<file path="src/logic/hop_pkg.sv">
// constants, field layout and states of the hopping code encoder core
// assumes a single 25 MHz clock domain and flop-based parameter store
`default_nettype none

package hop_pkg;

	// ----------------------------------------------------------------
	// store layout
	// ----------------------------------------------------------------
	localparam int          STORE_WORDS         = 12;
	localparam logic [3:0]  ADDR_CIPHER_SECRET_W0 = 4'h0;
	localparam logic [3:0]  ADDR_CIPHER_SECRET_W1 = 4'h1;
	localparam logic [3:0]  ADDR_CIPHER_SECRET_W2 = 4'h2;
	localparam logic [3:0]  ADDR_CIPHER_SECRET_W3 = 4'h3;
	localparam logic [3:0]  ADDR_HOP_COUNTER_WORD = 4'h4;
	localparam logic [3:0]  ADDR_SPARE_WORD_A     = 4'h5;
	localparam logic [3:0]  ADDR_UNIT_ID_LOW      = 4'h6;
	localparam logic [3:0]  ADDR_UNIT_ID_HIGH     = 4'h7;
	localparam logic [3:0]  ADDR_LEARN_SEED_LOW   = 4'h8;
	localparam logic [3:0]  ADDR_LEARN_SEED_HIGH  = 4'h9;
	localparam logic [3:0]  ADDR_SPARE_WORD_B     = 4'hA;
	localparam logic [3:0]  ADDR_OPTION_WORD      = 4'hB;
	localparam logic [15:0] STORE_RESET           = 16'h0000;

	// ----------------------------------------------------------------
	// option word and unit id fields
	// ----------------------------------------------------------------
	localparam int OPT_DISC_LSB      = 0;
	localparam int OPT_DISC_MSB      = 9;
	localparam int OPT_WRAP_FIRST    = 10;
	localparam int OPT_WRAP_SECOND   = 11;
	localparam int OPT_BATTERY_TRIP  = 12;
	localparam int OPT_RATE_LO       = 13;
	localparam int OPT_RATE_HI       = 14;
	localparam int OPT_RESERVED      = 15;
	localparam int UNIT_ID_SHUTOFF   = 15;
	localparam int UNIT_ID_TX_BITS   = 28;

	// ----------------------------------------------------------------
	// code word
	// ----------------------------------------------------------------
	localparam int          CODE_BITS     = 66;
	localparam logic [6:0]  LAST_BIT      = 7'd65;
	localparam logic [3:0]  ALL_BUTTONS   = 4'hF;
	localparam logic [1:0]  PHASES_PER_BIT = 2'd3;
	localparam logic [3:0]  GUARD_ELEMENTS = 4'd10;
	localparam logic [9:0]  CIPHER_ROUNDS = 10'd528;
	localparam logic [31:0] CIPHER_NLF    = 32'h3A5C742E;

	// ----------------------------------------------------------------
	// timing
	// ----------------------------------------------------------------
	localparam longint CLOCK_HZ       = 25000000;
	localparam longint DEBOUNCE_MS    = 10;
	localparam longint SHUTOFF_S      = 25;
	localparam longint ELEMENT_SLOW_US = 400;
	localparam longint ELEMENT_MID_US  = 200;
	localparam longint ELEMENT_FAST_US = 100;
	localparam longint BLINK_HALF_MS   = 100;
	localparam int unsigned DEBOUNCE_CYC  = int'(CLOCK_HZ * DEBOUNCE_MS / 1000);
	localparam int unsigned SHUTOFF_CYC   = int'(CLOCK_HZ * SHUTOFF_S);
	localparam int unsigned ELEM_SLOW_CYC = int'(CLOCK_HZ * ELEMENT_SLOW_US / 1000000);
	localparam int unsigned ELEM_MID_CYC  = int'(CLOCK_HZ * ELEMENT_MID_US / 1000000);
	localparam int unsigned ELEM_FAST_CYC = int'(CLOCK_HZ * ELEMENT_FAST_US / 1000000);
	localparam int unsigned BLINK_CYC     = int'(CLOCK_HZ * BLINK_HALF_MS / 1000);

	// ----------------------------------------------------------------
	// states
	// ----------------------------------------------------------------
	typedef enum logic [6:0] {
		ST_IDLE     = 7'h01,
		ST_DEBOUNCE = 7'h02,
		ST_ENCRYPT  = 7'h04,
		ST_SEND     = 7'h08,
		ST_TIMEOUT  = 7'h10,
		ST_PROG     = 7'h20,
		ST_LATCH    = 7'h40
	} enc_state_e;

endpackage

`default_nettype wire

</file>
<file path="src/logic/hop_cipher.sv">
// iterative 32-bit block scrambler with 64-bit secret, one round per clock
// assumes start pulses only while idle; key and plain stay stable while busy
`timescale 1ns/1ps
`default_nettype none

module hop_cipher
	import hop_pkg::*;
(
	input  wire logic        clock,
	input  wire logic        resetn,
	input  wire logic        start,
	input  wire logic [63:0] secret,
	input  wire logic [31:0] plain,
	output logic             busy,
	output logic [31:0]      result
);
	logic [63:0] key_r;
	logic [9:0]  round_r;
	logic [4:0]  nlf_idx;
	logic        fb;

	assign nlf_idx = {result[31], result[26], result[20], result[9], result[1]};
	// nonlinear feedback over state taps and the rotating secret
	assign fb = CIPHER_NLF[nlf_idx] ^ result[0] ^ result[16] ^ key_r[0];

	always_ff @(posedge clock or negedge resetn)
	begin
		if (!resetn)
		begin
			result  <= 32'h00000000;
			key_r   <= 64'h0000000000000000;
			round_r <= 10'h000;
			busy    <= 1'b0;
		end
		else if (start)
		begin
			result  <= plain;
			key_r   <= secret;
			round_r <= CIPHER_ROUNDS;
			busy    <= 1'b1;
		end
		else if (busy)
		begin
			result  <= {fb, result[31:1]};
			key_r   <= {key_r[0], key_r[63:1]};
			round_r <= round_r - 10'h001;
			busy    <= (round_r != 10'h001);
		end
	end

endmodule // hop_cipher

`default_nettype wire

</file>
<file path="src/logic/hopping_code_encoder_core.sv">
// control core of a button-woken code hopping transmitter encoder
// assumes button, programming and battery pins are asynchronous to clock
`timescale 1ns/1ps
`default_nettype none

module hopping_code_encoder_core
	import hop_pkg::*;
#(
	parameter int unsigned DEBOUNCE_CYCLES = hop_pkg::DEBOUNCE_CYC,
	parameter int unsigned SHUTOFF_CYCLES  = hop_pkg::SHUTOFF_CYC,
	parameter int unsigned ELEM_SLOW       = hop_pkg::ELEM_SLOW_CYC,
	parameter int unsigned ELEM_MID        = hop_pkg::ELEM_MID_CYC,
	parameter int unsigned ELEM_FAST       = hop_pkg::ELEM_FAST_CYC,
	parameter int unsigned BLINK_CYCLES    = hop_pkg::BLINK_CYC
)
(
	input  wire logic clock,
	input  wire logic resetn,
	input  wire logic button_input_0,
	input  wire logic button_input_1,
	input  wire logic button_input_2,
	input  wire logic button_input_3,
	input  wire logic prog_mode,
	input  wire logic battery_low,
	input  wire logic code_pin_in,
	output logic      code_pin_out,
	output logic      code_pin_oe,
	output logic      indicator_cathode,
	output logic      battery_trip_select,
	output logic      awake
);
	// ----------------------------------------------------------------
	// pin synchronisers
	// ----------------------------------------------------------------
	logic [6:0]  pin_s1_r;
	logic [6:0]  pin_s2_r;
	logic [3:0]  buttons;
	logic        prog_sync;
	logic        low_sync;
	logic        data_sync;
	logic        pclk_prev_r;

	always_ff @(posedge clock or negedge resetn)
	begin
		if (!resetn)
		begin
			pin_s1_r <= 7'h00;
			pin_s2_r <= 7'h00;
		end
		else
		begin
			pin_s1_r <= {code_pin_in, battery_low, prog_mode, button_input_3,
				button_input_2, button_input_1, button_input_0};
			pin_s2_r <= pin_s1_r;
		end
	end

	assign buttons   = pin_s2_r[3:0];
	assign prog_sync = pin_s2_r[4];
	assign low_sync  = pin_s2_r[5];
	assign data_sync = pin_s2_r[6];

	// ----------------------------------------------------------------
	// parameter store
	// ----------------------------------------------------------------
	// twelve words
	logic [15:0] store_r [STORE_WORDS];
	logic [63:0] secret;
	logic [31:0] unit_id;
	logic [31:0] seed;
	logic [15:0] option;
	logic [15:0] sync_nxt;
	logic [15:0] option_nxt;

	assign secret  = {store_r[ADDR_CIPHER_SECRET_W3], store_r[ADDR_CIPHER_SECRET_W2],
		store_r[ADDR_CIPHER_SECRET_W1], store_r[ADDR_CIPHER_SECRET_W0]};
	assign unit_id = {store_r[ADDR_UNIT_ID_HIGH], store_r[ADDR_UNIT_ID_LOW]};
	assign seed    = {store_r[ADDR_LEARN_SEED_HIGH], store_r[ADDR_LEARN_SEED_LOW]};
	assign option  = store_r[ADDR_OPTION_WORD];
	assign battery_trip_select = option[OPT_BATTERY_TRIP];

	// ----------------------------------------------------------------
	// state and counters
	// ----------------------------------------------------------------
	enc_state_e  state_r;
	logic [31:0] wait_r;
	logic [31:0] shutoff_r;
	logic [3:0]  latched_r;
	logic        wraps_r;
	logic        cipher_start;
	logic        cipher_busy;
	logic [31:0] cipher_out;
	logic [31:0] plain;
	logic        word_done;
	logic        new_button;
	logic        shutoff_hit;
	logic [4:0]  prog_cnt_r;
	logic [3:0]  prog_addr_r;
	logic [15:0] prog_shift_r;
	logic        prog_word;

	// a button not in the latched set
	assign new_button  = |(buttons & ~latched_r);
	// unit id bit 31 gates the shutoff
	assign shutoff_hit = unit_id[31] && (shutoff_r >= SHUTOFF_CYCLES - 1);
	// counter, discrimination, wrap flags and buttons go into the cipher
	assign plain = {latched_r, option[OPT_WRAP_SECOND:OPT_WRAP_FIRST],
		option[OPT_DISC_MSB:OPT_DISC_LSB], store_r[ADDR_HOP_COUNTER_WORD]};
	assign cipher_start = (state_r == ST_LATCH) && (latched_r != ALL_BUTTONS);
	assign awake = (state_r != ST_IDLE);

	always_comb
	begin
		sync_nxt   = store_r[ADDR_HOP_COUNTER_WORD] + 16'h0001;
		option_nxt = option;
		// wrap clears a flag; nothing here ever sets one
		if (store_r[ADDR_HOP_COUNTER_WORD] == 16'hFFFF)
		begin
			if (option[OPT_WRAP_FIRST])
				option_nxt[OPT_WRAP_FIRST] = 1'b0;
			else
				option_nxt[OPT_WRAP_SECOND] = 1'b0;
		end
		option_nxt[OPT_RESERVED] = 1'b0;
	end

	always_ff @(posedge clock or negedge resetn)
	begin
		if (!resetn)
		begin
			state_r   <= ST_IDLE;
			latched_r <= 4'h0;
		end
		else
		begin
			unique case (state_r)
				ST_IDLE:
				begin
					if (prog_sync)
						state_r <= ST_PROG;
					else if (|buttons)
						state_r <= ST_DEBOUNCE;
				end
				ST_DEBOUNCE:
				begin
					// sample only after the debounce wait
					if (wait_r >= DEBOUNCE_CYCLES - 1)
					begin
						latched_r <= buttons;
						state_r   <= (|buttons) ? ST_LATCH : ST_IDLE;
					end
				end
				ST_LATCH:
					state_r <= ST_ENCRYPT;
				ST_ENCRYPT:
				begin
					if (!cipher_busy)
						state_r <= ST_SEND;
				end
				ST_SEND:
				begin
					if (shutoff_hit)
						state_r <= ST_TIMEOUT;
					// abandon the word and restart at once
					else if (new_button)
					begin
						latched_r <= buttons;
						state_r   <= ST_LATCH;
					end
					// power down only once all buttons are gone
					else if (word_done && !(|buttons))
						state_r <= ST_IDLE;
				end
				ST_TIMEOUT:
				begin
					// silent until every button is released
					if (!(|buttons))
						state_r <= ST_IDLE;
				end
				ST_PROG:
				begin
					if (!prog_sync)
						state_r <= ST_IDLE;
				end
			endcase
		end
	end

	always_ff @(posedge clock or negedge resetn)
	begin
		if (!resetn)
		begin
			wait_r    <= 32'h00000000;
			shutoff_r <= 32'h00000000;
		end
		else if (state_r == ST_IDLE)
		begin
			wait_r    <= 32'h00000000;
			shutoff_r <= 32'h00000000;
		end
		else
		begin
			wait_r <= wait_r + 32'h00000001;
			if (shutoff_r != 32'hFFFFFFFF)
				shutoff_r <= shutoff_r + 32'h00000001;
		end
	end

	// ----------------------------------------------------------------
	// store writes: programming and counter write-back
	// ----------------------------------------------------------------
	assign prog_word = (state_r == ST_PROG) && pin_s2_r[2] && !pclk_prev_r
		&& (prog_cnt_r == 5'd15);

	always_ff @(posedge clock or negedge resetn)
	begin
		if (!resetn)
		begin
			for (int i = 0; i < STORE_WORDS; i++)
				store_r[i] <= STORE_RESET;
		end
		// write-back lands before the code word goes out
		else if (state_r == ST_LATCH)
		begin
			store_r[ADDR_HOP_COUNTER_WORD] <= sync_nxt;
			store_r[ADDR_OPTION_WORD]      <= option_nxt;
		end
		else if (prog_word && (prog_addr_r < 4'(STORE_WORDS)))
			store_r[prog_addr_r] <= {data_sync, prog_shift_r[15:1]};
	end

	// button two clocks in data, lsb first, words in address order
	always_ff @(posedge clock or negedge resetn)
	begin
		if (!resetn)
		begin
			pclk_prev_r  <= 1'b0;
			prog_cnt_r   <= 5'd0;
			prog_addr_r  <= 4'h0;
			prog_shift_r <= 16'h0000;
		end
		else
		begin
			pclk_prev_r <= pin_s2_r[2];
			if (state_r != ST_PROG)
			begin
				prog_cnt_r  <= 5'd0;
				prog_addr_r <= 4'h0;
			end
			else if (pin_s2_r[2] && !pclk_prev_r)
			begin
				prog_shift_r <= {data_sync, prog_shift_r[15:1]};
				prog_cnt_r   <= (prog_cnt_r == 5'd15) ? 5'd0 : prog_cnt_r + 5'd1;
				if (prog_cnt_r == 5'd15)
					prog_addr_r <= prog_addr_r + 4'h1;
			end
		end
	end

	hop_cipher u_cipher (
		.clock  (clock),
		.resetn (resetn),
		.start  (cipher_start),
		.secret (secret),
		.plain  (plain),
		.busy   (cipher_busy),
		.result (cipher_out)
	);

	// ----------------------------------------------------------------
	// serialiser
	// ----------------------------------------------------------------
	logic [65:0] word_r;
	logic        rpt_r;
	logic [31:0] elem_r;
	logic [31:0] elem_len;
	logic [1:0]  phase_r;
	logic [6:0]  bit_r;
	logic        guard_r;
	logic [3:0]  guard_cnt_r;
	logic [1:0]  word_num_r;
	logic        visible;
	logic        elem_end;
	logic        pulse_hi;

	// element length and blanking from the rate pair
	always_comb
	begin
		unique case ({option[OPT_RATE_HI], option[OPT_RATE_LO]})
			2'b00:   elem_len = ELEM_SLOW;
			2'b01:   elem_len = ELEM_MID;
			default: elem_len = ELEM_FAST;
		endcase
		unique case ({option[OPT_RATE_HI], option[OPT_RATE_LO]})
			2'b00:   visible = 1'b1;
			2'b11:   visible = (word_num_r == 2'd0);
			default: visible = !word_num_r[0];
		endcase
	end

	assign elem_end  = (elem_r >= elem_len - 1);
	assign word_done = guard_r && elem_end && (guard_cnt_r == GUARD_ELEMENTS - 4'd1);
	// one element high for a one, two for a zero
	assign pulse_hi  = word_r[bit_r] ? (phase_r == 2'd0) : (phase_r != 2'd2);

	always_ff @(posedge clock or negedge resetn)
	begin
		if (!resetn)
		begin
			word_r      <= 66'h0;
			rpt_r       <= 1'b0;
			elem_r      <= 32'h00000000;
			phase_r     <= 2'd0;
			bit_r       <= 7'd0;
			guard_r     <= 1'b0;
			guard_cnt_r <= 4'h0;
			word_num_r  <= 2'd0;
		end
		else if (state_r != ST_SEND)
		begin
			elem_r      <= 32'h00000000;
			phase_r     <= 2'd0;
			bit_r       <= 7'd0;
			guard_r     <= 1'b0;
			guard_cnt_r <= 4'h0;
			if (state_r == ST_ENCRYPT && !cipher_busy)
			begin
				// 32 encrypted bits then 34 fixed bits
				// only 28 unit id bits travel
				// seed replaces the hopping part with all buttons
				word_r <= {rpt_r, low_sync, latched_r, unit_id[UNIT_ID_TX_BITS-1:0],
					(latched_r == ALL_BUTTONS) ? seed : cipher_out};
			end
			if (state_r == ST_IDLE)
			begin
				rpt_r      <= 1'b0;
				word_num_r <= 2'd0;
			end
		end
		else if (new_button)
		begin
			elem_r <= 32'h00000000;
		end
		else
		begin
			elem_r <= elem_end ? 32'h00000000 : elem_r + 32'h00000001;
			if (elem_end && !guard_r)
			begin
				phase_r <= (phase_r == PHASES_PER_BIT - 2'd1) ? 2'd0 : phase_r + 2'd1;
				if (phase_r == PHASES_PER_BIT - 2'd1)
				begin
					bit_r   <= (bit_r == LAST_BIT) ? 7'd0 : bit_r + 7'd1;
					guard_r <= (bit_r == LAST_BIT);
				end
			end
			else if (elem_end)
			begin
				guard_cnt_r <= guard_cnt_r + 4'h1;
				if (word_done)
				begin
					// held buttons repeat the same word, flagged as repeat
					guard_r        <= 1'b0;
					guard_cnt_r    <= 4'h0;
					word_num_r     <= word_num_r + 2'd1;
					rpt_r          <= 1'b1;
					word_r[65]     <= 1'b1;
				end
			end
		end
	end

	// ----------------------------------------------------------------
	// pins
	// ----------------------------------------------------------------
	logic [31:0] blink_r;
	logic        blink_state_r;
	logic        code_r;

	always_ff @(posedge clock or negedge resetn)
	begin
		if (!resetn)
		begin
			code_r        <= 1'b0;
			blink_r       <= 32'h00000000;
			blink_state_r <= 1'b0;
		end
		else
		begin
			code_r <= (state_r == ST_SEND) && !guard_r && visible && pulse_hi && !new_button;
			if (state_r != ST_SEND)
			begin
				blink_r       <= 32'h00000000;
				blink_state_r <= 1'b0;
			end
			else if (blink_r >= BLINK_CYCLES - 1)
			begin
				blink_r       <= 32'h00000000;
				blink_state_r <= !blink_state_r;
			end
			else
				blink_r <= blink_r + 32'h00000001;
		end
	end

	// pin released while the programmer drives data
	assign code_pin_oe  = (state_r != ST_PROG);
	assign code_pin_out = code_r;
	// lit (low) while sending; blinks when the battery is low
	assign indicator_cathode = !((state_r == ST_SEND) && !(low_sync && blink_state_r));

endmodule // hopping_code_encoder_core

`default_nettype wire

</file>
<file path="config.mk">
export PLATFORM = sky130hd
export DESIGN_NAME = hopping_code_encoder_core
export DESIGN_NICKNAME = d
export VERILOG_FILES = /design/src/logic/hop_pkg.sv /design/src/logic/hop_cipher.sv /design/src/logic/hopping_code_encoder_core.sv
export SDC_FILE = /design/constraint.sdc
export NUM_CORES = 1
export LEC_CHECK = 0
export ABC_AREA = 1
export ABC_CLOCK_PERIOD_IN_PS = 3150
export BUFFER_PORTS_ARGS = -buffer_cell sky130_fd_sc_hd__clkbuf_2
export CELL_PAD_IN_SITES_DETAIL_PLACEMENT = 1
export CELL_PAD_IN_SITES_GLOBAL_PLACEMENT = 1
export CORE_MARGIN = 1.5
export CORE_UTILIZATION = 49
export DETAILED_ROUTE_END_ITERATION = 12
export GPL_TIMING_DRIVEN = 0
export HOLD_SLACK_MARGIN = 0.06
export PLACE_DENSITY = 0.9
export SLEW_MARGIN = 5
export SYNTH_ARGS = -nofsm -noshare
export SYNTH_HDL_FRONTEND = slang
export SYNTH_SLANG_ARGS = --single-unit
</file>
<file path="constraint.sdc">
create_clock -name clock -period 3.15 [get_ports clock]
set_input_delay 0.63 -clock clock [delete_from_list [all_inputs] [get_ports clock]]
set_output_delay 0.63 -clock clock [all_outputs]
set_load 0.02 [all_outputs]
</file>
==> results of run 1 <==
cells in the mapped netlist (all sizes together) (2+ instances only):
cell	n
nand2	714
xnor2	12
o211a	2
o21ai	304
nor2	240
clkinv	2
a211oi	6
o21a	2
nand3b	4
a21oi	68
dfrtp	525
clkbuf	81
nor4	29
nand4	46
o211ai	39
o22ai	6
nor3	64
o31ai	16
a22oi	5
a31oi	6
a41oi	2
o221ai	48
buf	37
xor2	35
nor3b	9
nand3	179
ha	31
or2	7
inv	291
critical path: stages (launching register included):
cell	delay, ns
dfrtp_1	0.42
nor2_1	0.17
nand2_1	0.13
inv_1	0.11
nand4_1	0.18
inv_2	0.17
buf_4	0.25
o21ai_0	0.17
clkbuf_2	0.19
state kept, by name, summed over array words and instances, names as in the netlist, 32 cells and up:
register / cells
shutoff_r: 32
seed: 32
word_r: 66
u_cipher.key_r: 64
elem_r: 32
u_cipher.result: 32
secret: 64
wait_r: 32
blink_r: 32
stage by stage:
step	total power, mW	TNS, ns
3_3_place_gp	7.09	-5431.61
3_5_place_dp	7.11	-1.11
2_1_floorplan	6.93	0
6_report	13.9	0
5_1_grt	14.3	-0.0118
4_1_cts	14.0	0
repair_timing:
action	CTS	global route
endpoints found under the hold margin	37	0
buffers inserted	1	2
hold buffers	1	0
gates resized for setup	9	9
setup endpoints to repair	16	13
final cells by class:
cell class | instances | area, µm²
clock inverter | 16 | 235
multi-input combinational | 1907 | 9420
fill | 5668 | 20900
inverter | 293 | 1100
sequential | 526 | 13200
timing repair buffer | 22 | 244
antenna | 1 | 2.50
buffer | 118 | 497
clock buffer | 82 | 1680
tap | 615 | 769
where the power goes:
group	switching [mW]	leakage [nW]	internal, mW	total (mW)
clock	2.78	0.944	4.15	6.94
sequential	0.0112	7.21	6.78	6.79
combinational	0.160	4.22	0.0292	0.189
kinds of logic (layout without fill, tap and decap cells):
kind of cell,after synthesis,count (layout),share of synthesized area (%)
flip-flops,526,526,54.8
XOR/XNOR,47,47,1.71
AND/OR/NAND/NOR,1293,1293,22.8
other,1,29,0.0156
AO/OA/AOI/OAI,508,508,12.5
adder cells (fa/ha/maj),31,31,1.61
buffers and inverters,411,531,6.60
layer usage:
layer / GRT usage (%) / vias to the layer above / wire length [µm] / share of wire, %
met4: 15.6 / 2 / 3950 / 4.9
li1: - / 9477 / - / -
met3: 5.58 / 266 / 5270 / 6.6
met5: 0 / - / 18 / 0.022
met1: 39.7 / 11000 / 31700 / 40
met2: 55.4 / 819 / 39100 / 49
worst min-delay path by stage:
stage                 from  slack, ns     endpoint
5_1_grt          prog_mode       0.11  pin_s1_r[4]
2_1_floorplan       resetn       0.33     bit_r[0]
3_5_place_dp   pin_s1_r[5]       0.34  pin_s2_r[5]
3_3_place_gp   pin_s1_r[2]       0.34  pin_s2_r[2]
6_report       code_pin_in       0.12  pin_s1_r[6]
4_1_cts        code_pin_in       0.10  pin_s1_r[6]
==> impl_metrics.tcl, run 1 <==
set metrics [dict create \
    grt_use_total_pct 32.3 \
    dp_hpwl_um 52500 \
    maxCapViolations 0 \
    seq_area_frac_synth_pct 54.8 \
    clk_pin_slew_ns 0.06 \
    r2r_slack_ns 0.16 \
    tightest_slew_ns 1.45 \
    final_common_cell "nand2_1" \
    vdd_drop_max_mv 0.406 \
    fmax_mhz 329 \
    synthToLayoutAreaGrowth_pct 12.8 \
    setup_viol 0 \
    ant_nets 0 \
    ys_seq_elements 526 \
    cts-buffers-inserted 55 \
    rows 80 \
    power_leakage_nw 12.4 \
    grt_pass1_vias 23400 \
    whs_ns 0.117 \
    synth_cell_types 50 \
    cts_tree "yes" \
    ctsHtreeMaxLevel 2 \
    synth-edff-count 0 \
    ios 14 \
    dpl_cell_area_mm2 0.0251 \
    postLayoutSetupSlackWorst_ns 0.115 \
    remaining_drc_errors 0 \
    finalCritPeriodShare_pct 96.4 \
    nets 2963 \
    fin_cells 3580 \
    clk_latency_ns 0.62 \
    yosysWarnings 0 \
    cts.sinks 526 \
    final_core_util_pct 56.4 \
    detail_route.first_pass.iterations 5 \
    path_class "reg2out" \
    post_drt_wl_per_cell_um 22.4 \
    startpoint "state_r[5]" \
    initial_core_util_pct 50.0 \
    synth.avg_cell_area_um2 8.53 \
    whs_path_depth 1 \
    place_inst 3477 \
    worst_r2r_path_depth 10 \
    status "complete, no violations" \
    arrival_ns 2.41 \
    io_buffers 13 \
    antenna_found_initial 1 \
    final_cell_mix "nand2_1 (711), dfrtp_1 (523), inv_1 (284)" \
    grt_max_degree 109 \
    fin_skew_ns 0.0186 \
    hold_violations 0 \
    maxSlewViolCount 0 \
    grt_pass1_wl_um 128000 \
    overflow 0 \
    worst-path-max-fanout 10 \
    period_needed_ns 3.04 \
    synth_area_leaders "dfrtp_1 (55%), nand2_1 (11%), o21ai_0 (5.1%)" \
    drtIter0Drc 1687 \
    endpoint_kind "primary output" \
    synth_area_leader_cell "dfrtp_1" \
    synth_flop_cell "dfrtp_1" \
    worstReg2RegEnd "u_cipher.key_r[35]" \
    rr_startpoint "state_r[0]" \
    wirelength_um 80100 \
    synthArstFlopShare_pct 100 \
    core_area_mm2 0.0480 \
    ctsRootBufferMaster "clkbuf_16" \
    postLayoutCellArea_mm2 0.0271 \
    viasPerCell 6.02 \
    required_ns 2.52 \
    synth_top_area_share_pct 54.7 \
    syn-cell-area_mm2 0.0240 \
    pre_cts_slack_ns -0.233 \
    holdCritPathClass "in2reg" \
    cp-endpoint "indicator_cathode" \
    power_density_mw_per_mm2 513 \
    die_x_um 224 \
    drive_gt1_share_pct 6.14 \
    die-area_mm2 0.0504 \
    synthCells 2817 \
    clockBufferDepth 3 \
    vias 21600 \
    start_kind "flop" \
    maxSlewHeadroom_pct 3.19 \
    gp_congestion 0.894 \
    fp.dieH_um 224 \
]
No activity file was read; power rests on OpenSTA's default activity.
==> run 2, diff against run 1 <==
PLACE_DENSITY = 0.78   (was 0.9)
==> run 2 against run 1 <==
Cell count rose by 0.17%. Utilization increased by 0.16 points. Fmax is 0.13% lower. Clock power up 4.3%. Combinational power about the same. Sequential share of layout area fell by 0.14 points. Register-to-register slack is essentially flat. Critical path depth down 1. Clock-buffer cell count is 2 lower. Sequential cell count did not move. Wire length is 7.1% lower. Via count shrank 4.5%.
==> impl_metrics.tcl, run 2 (synthesis gave the netlist of run 1 again) <==
set metrics [dict create \
    wirelength_um 74400 \
    grt_use_total_pct 30.5 \
    power_density_mw_per_mm2 523 \
    post_drt_wl_per_cell_um 20.7 \
    drive_gt1_share_pct 6.03 \
    fp.dieH_um 224 \
    holdCritPathClass "in2reg" \
    final_common_cell "nand2_1" \
    rr_startpoint "state_r[0]" \
    ctsRootBufferMaster "clkbuf_16" \
    hold_start "battery_low" \
    detail_route.first_pass.iterations 5 \
    power_leakage_nw 12.4 \
    drtIter0Drc 1533 \
    ios 14 \
    endpoint_kind "primary output" \
    gp_congestion 0.879 \
    cts-buffers-inserted 57 \
    vias 20600 \
    postLayoutCellArea_mm2 0.0272 \
    comb_power_share_pct 1.3 \
    final_cell_mix "nand2_1 (713), dfrtp_1 (523), inv_1 (286)" \
    path_class "reg2out" \
    setup_viol 0 \
    dp_hpwl_um 50900 \
    regMostFlops "word_r" \
    rsz0062_at_grt "false" \
    power.share.clock_pct 50.9 \
    nets 2963 \
    grt_max_degree 103 \
    grt_pass1_vias 21900 \
    status "complete, no violations" \
    dpl_cell_area_mm2 0.0251 \
    nFillCells 5717 \
    maxCapViolations 0 \
    fin_skew_ns 0.0112 \
    initial_core_util_pct 50.0 \
    ant_nets 0 \
    largest_reg_flops 66 \
    seqPwrFrac_pct 47.8 \
    overflow 0 \
    start_kind "flop" \
    tightest_slew_ns 1.43 \
    cts_tree "yes" \
    maxSlewViolCount 0 \
    worst-path-max-fanout 10 \
    startpoint "state_r[5]" \
    cts.sinks 526 \
    hold_violations 0 \
    die_x_um 224 \
    crit_path_cell_trace "nor2_1 -> nand2_1 -> inv_1 -> nand4_1 -> buf_4 -> clkbuf_4 -> clkbuf_2" \
    netSwitchingFraction_pct 21.2 \
    viasPerCell 5.74 \
    arrival_ns 2.41 \
    vdd_drop_max_mv 0.466 \
    die-area_mm2 0.0504 \
    slowest_stage "dfrtp_1" \
    power.internal_mw 11.2 \
    clockBufferDepth 3 \
    ctsHtreeMaxLevel 2 \
    maxSlewHeadroom_pct 4.71 \
    power_switching_mw 3.02 \
    required_ns 2.52 \
    core_area_mm2 0.0480 \
    cpPeakStageDelay_ns 0.42 \
    fmax_mhz 329 \
    io_buffers 13 \
    finalCritPeriodShare_pct 96.5 \
    grt_pass1_wl_um 120000 \
    synthToLayoutAreaGrowth_pct 13.1 \
    clk_pin_slew_ns 0.07 \
    final_core_util_pct 56.6 \
    antenna_found_initial 2 \
    clk_latency_ns 0.62 \
    period_needed_ns 3.04 \
    rows 80 \
    remaining_drc_errors 0 \
]
## run 2: cell types whose count changed in the layout (fill, tap and decap cells not counted), moves of 2 or more
cell | before | now
clkbuf_8 | 17 | 11
bufinv_16 | 6 | 9
clkbuf_1 | 88 | 90
clkbuf_16 | 57 | 59
clkinv_2 | 8 | 10
clkinvlp_4 | 2 | 4
inv_1 | 284 | 286
inv_2 | 7 | 5
inv_6 | 0 | 2
nand2_1 | 711 | 713
nand2_2 | 3 | 1
## run 2: power by group through the flow
stage | registers [mW] | logic (mW) | clock network, mW
finish | 6.79 | 0.186 | 7.24
global route | 6.79 | 0.216 | 7.59
CTS | 6.79 | 0.194 | 7.35
detailed placement | 6.92 | 0.193 | 0
global placement | 6.93 | 0.164 | 0
floorplan | 6.92 | 0.0181 | 0
## run 2: layout make-up
class / count / area (µm²) / share of cell area [%]
buffer: 118 / 497 / 1.83
clock inverter: 25 / 368 / 1.35
timing repair buffer: 20 / 229 / 0.842
sequential: 526 / 13200 / 48.4
antenna: 2 / 5.00 / 0.0184
multi-input combinational: 1907 / 9400 / 34.6
clock buffer: 80 / 1660 / 6.09
inverter: 293 / 1100 / 4.04
tap: 615 / 769 / 2.83
## run 2: layer usage
metal  up-vias  share of wire (%)  global-route usage (%)
li1       9497                  -                       -
met1     10500                 45                    41.7
met2       444                 48                    50.1
met3       150                4.2                    4.08
met4         0                3.3                    10.6
met5         -                  0                       0
## run 2: worst paths after layout
check                                     end  slack [ns]  cells past startpoint
max                                     awake        0.11                      7
min                               pin_s1_r[5]        0.12                      1
max reg2reg                u_cipher.key_r[31]        0.17                     10
min reg2reg                       pin_s2_r[6]        0.35                      0
max in group asynchronous     prog_shift_r[7]        1.18                      4
min in group asynchronous           elem_r[9]        0.55                      2
## run 2: critical path, delay by kind of cell, from the launching register on
family / cells / cell delay (ns)
buf+inv: 4 / 0.81
flops: 1 / 0.42
simple gates: 3 / 0.56
## run 2: repair_timing
action / CTS / global route
buffers inserted: 1 / 0
gates resized for setup: 7 / 4
hold buffers: 1 / 0
setup endpoints to repair: 7 / 13
endpoints found under the hold margin: 53 / 0
## run 2: stage by stage
| stage | hold WS [ns] | setup WS (ns) | setup TNS (ns) | power (mW) | cells |
|---|---|---|---|---|---|
| finish | 0.120 | 0.111 | 0 | 14.2 | 3586 |
| global route | 0.103 | 0.00738 | 0 | 14.6 | 3584 |
| CTS | 0.0942 | 0.000462 | 0 | 14.3 | 3584 |
| detailed placement | 0.337 | -0.0822 | -0.341 | 7.11 | 3477 |
| global placement | 0.334 | -10.62 | -5558.07 | 7.09 | 3472 |
| floorplan | 0.331 | 0.755 | 0 | 6.93 | 2844 |
==> run 3, diff against run 2 <==
CELL_PAD_IN_SITES_DETAIL_PLACEMENT = default   (was 1)
CELL_PAD_IN_SITES_GLOBAL_PLACEMENT = default   (was 1)
CORE_UTILIZATION = 64   (was 49)
==> run 3 against run 2 <==
Utilization increased by 16 points. Wire length decreased by 14%. Die area decreased by 23%. Global-route usage increased by 3.4 points. Power decreased by 3.5%. Largest cell class unchanged.
==> impl_metrics.tcl, run 3 (synthesis gave the netlist of run 1 again) <==
set metrics [dict create \
    maxCapViolations 0 \
    final_cell_mix "nand2_1 (713), dfrtp_1 (524), inv_1 (286)" \
    grt_pass1_vias 19800 \
    remaining_drc_errors 0 \
    final_core_util_pct 73.1 \
    whs_ns 0.134 \
    netSwitchingFraction_pct 20.9 \
    rows 70 \
    diodes 0 \
    maxSlewViolCount 0 \
    clk_latency_ns 0.61 \
    ant_nets 0 \
    worst_r2r_path_depth 15 \
    fmax_mhz 342 \
    r2r_slack_ns 0.35 \
    worstReg2RegEnd "bit_r[5]" \
    regMostFlops "word_r" \
    post_drt_wl_per_cell_um 18.6 \
    period_needed_ns 2.92 \
    path_class "reg2out" \
    hold_violations 0 \
    synthToLayoutAreaGrowth_pct 11.8 \
    cts-buffers-inserted 54 \
    seqPwrFrac_pct 49.5 \
    power_leakage_nw 12.4 \
    fin_cells 3430 \
    power_density_mw_per_mm2 511 \
    tightest_slew_ns 1.34 \
    rr_startpoint "option[14]" \
    grt_max_degree 110 \
    fp.dieH_um 197 \
    io_buffers 13 \
    holdCritPathClass "in2reg" \
    clockBufferDepth 3 \
    setup_viol 0 \
    final_common_cell "nand2_1" \
    viasPerCell 5.95 \
    gp_congestion 0.937 \
    power.internal_mw 10.9 \
    core_area_mm2 0.0368 \
    endpoint_kind "primary output" \
    ctsRootBufferMaster "clkbuf_16" \
    vdd_drop_max_mv 0.433 \
    grt_busiest_layer "met2" \
    power_switching_mw 2.86 \
    overflow 0 \
    cts_tree "yes" \
    die-area_mm2 0.0387 \
    arrival_ns 2.29 \
    p_total_mw 13.7 \
    antenna_found_initial 0 \
    worst-path-max-fanout 10 \
    comb_power_share_pct 1.3 \
    grtUsageMet3_pct 5.48 \
    ctsHtreeMaxLevel 2 \
    status "complete, no violations" \
    grt_use_total_pct 33.8 \
    fin_skew_ns 0.0183 \
    largest_reg_flops 66 \
    cts.sinks 526 \
    grt_pass1_wl_um 103000 \
    vias 20400 \
    dp_hpwl_um 43400 \
    startpoint "state_r[5]" \
    cp-endpoint "indicator_cathode" \
    clk_pin_slew_ns 0.06 \
    maxSlewHeadroom_pct 10.6 \
    required_ns 2.52 \
    finalCritPeriodShare_pct 92.8 \
    drive_gt1_share_pct 5.94 \
    power.share.clock_pct 49.2 \
    ios 14 \
    initial_core_util_pct 65.3 \
    die_x_um 197 \
    nets 2961 \
    wirelength_um 63800 \
    start_kind "flop" \
    grt_use_met2_pct 54.8 \
    use_met1_pct 46.0 \
    drtIter0Drc 1795 \
    place_inst 3330 \
    detail_route.first_pass.iterations 6 \
]
==> run 3: cell types whose count changed in the layout (fill, tap and decap cells not counted), moves of 2 or more <==
cell | before | now
clkbuf_1 | 90 | 86
diode_2 | 2 | 0
clkbuf_16 | 59 | 55
clkbuf_8 | 11 | 13
bufinv_16 | 9 | 7
clkinv_4 | 0 | 4
clkinv_2 | 10 | 8
==> run 3: final cells by class <==
class,instances,area [µm²]
fillers,2742,9910
flip-flops and latches,526,13200
repair buffers,21,236
multi-input cells,1907,9400
plain buffers,118,497
well taps,468,586
clock inverters,23,317
inverters,293,1100
clock buffers,74,1570
==> run 3: metrics by stage <==
stage | instance area (µm²) | setup WS (ns) | setup TNS (ns)
6_report | 26900 | 0.228 | 0
5_1_grt | 26900 | -0.00749 | -0.00749
4_1_cts | 26800 | 0.0527 | 0
3_5_place_dp | 24900 | 0.138 | 0
3_3_place_gp | 24800 | -10.20 | -5329.23
2_1_floorplan | 24100 | 0.755 | 0
==> run 3: per-layer routing <==
layer | wire length (µm) | up-vias
met5 | 0 | -
met4 | 2580 | 0
met3 | 4550 | 179
met2 | 29800 | 824
met1 | 26800 | 9921
li1 | - | 9484
==> run 3: worst min path at each step <==
| stage | start | depth (start not counted) | endpoint |
|---|---|---|---|
| after floorplan | resetn | 0 | bit_r[0] |
| after global placement | pin_s1_r[2] | 0 | pin_s2_r[2] |
| after detailed placement | pin_s1_r[3] | 0 | pin_s2_r[3] |
| after CTS | battery_low | 1 | pin_s1_r[5] |
| after global routing | battery_low | 1 | pin_s1_r[5] |
| final | battery_low | 1 | pin_s1_r[5] |
==> run 3: timing repair <==
action                     CTS  global route
hold endpoints to repair    53             0
hold buffers                 1             0
setup endpoints to repair    2            10
buffers inserted             1             1
gates resized for setup      4             7
==> run 3: power by group through the flow <==
stage                     clock network [mW]  logic, mW  registers, mW
after CTS                               6.82      0.187           6.79
after global placement                     0      0.159           6.92
after floorplan                            0     0.0181           6.92
after global routing                    7.10      0.213           6.79
final                                   6.75      0.181           6.79
after detailed placement                   0      0.186           6.92
==> run 3: critical path, cell delays in order, from the launching register on <==
cell and delay, ns:
dfrtp_1 0.42, nor2_1 0.16, nand2_1 0.13, inv_1 0.10
nand4_1 0.13, inv_1 0.17, buf_4 0.24, o21ai_0 0.15
clkbuf_2 0.18
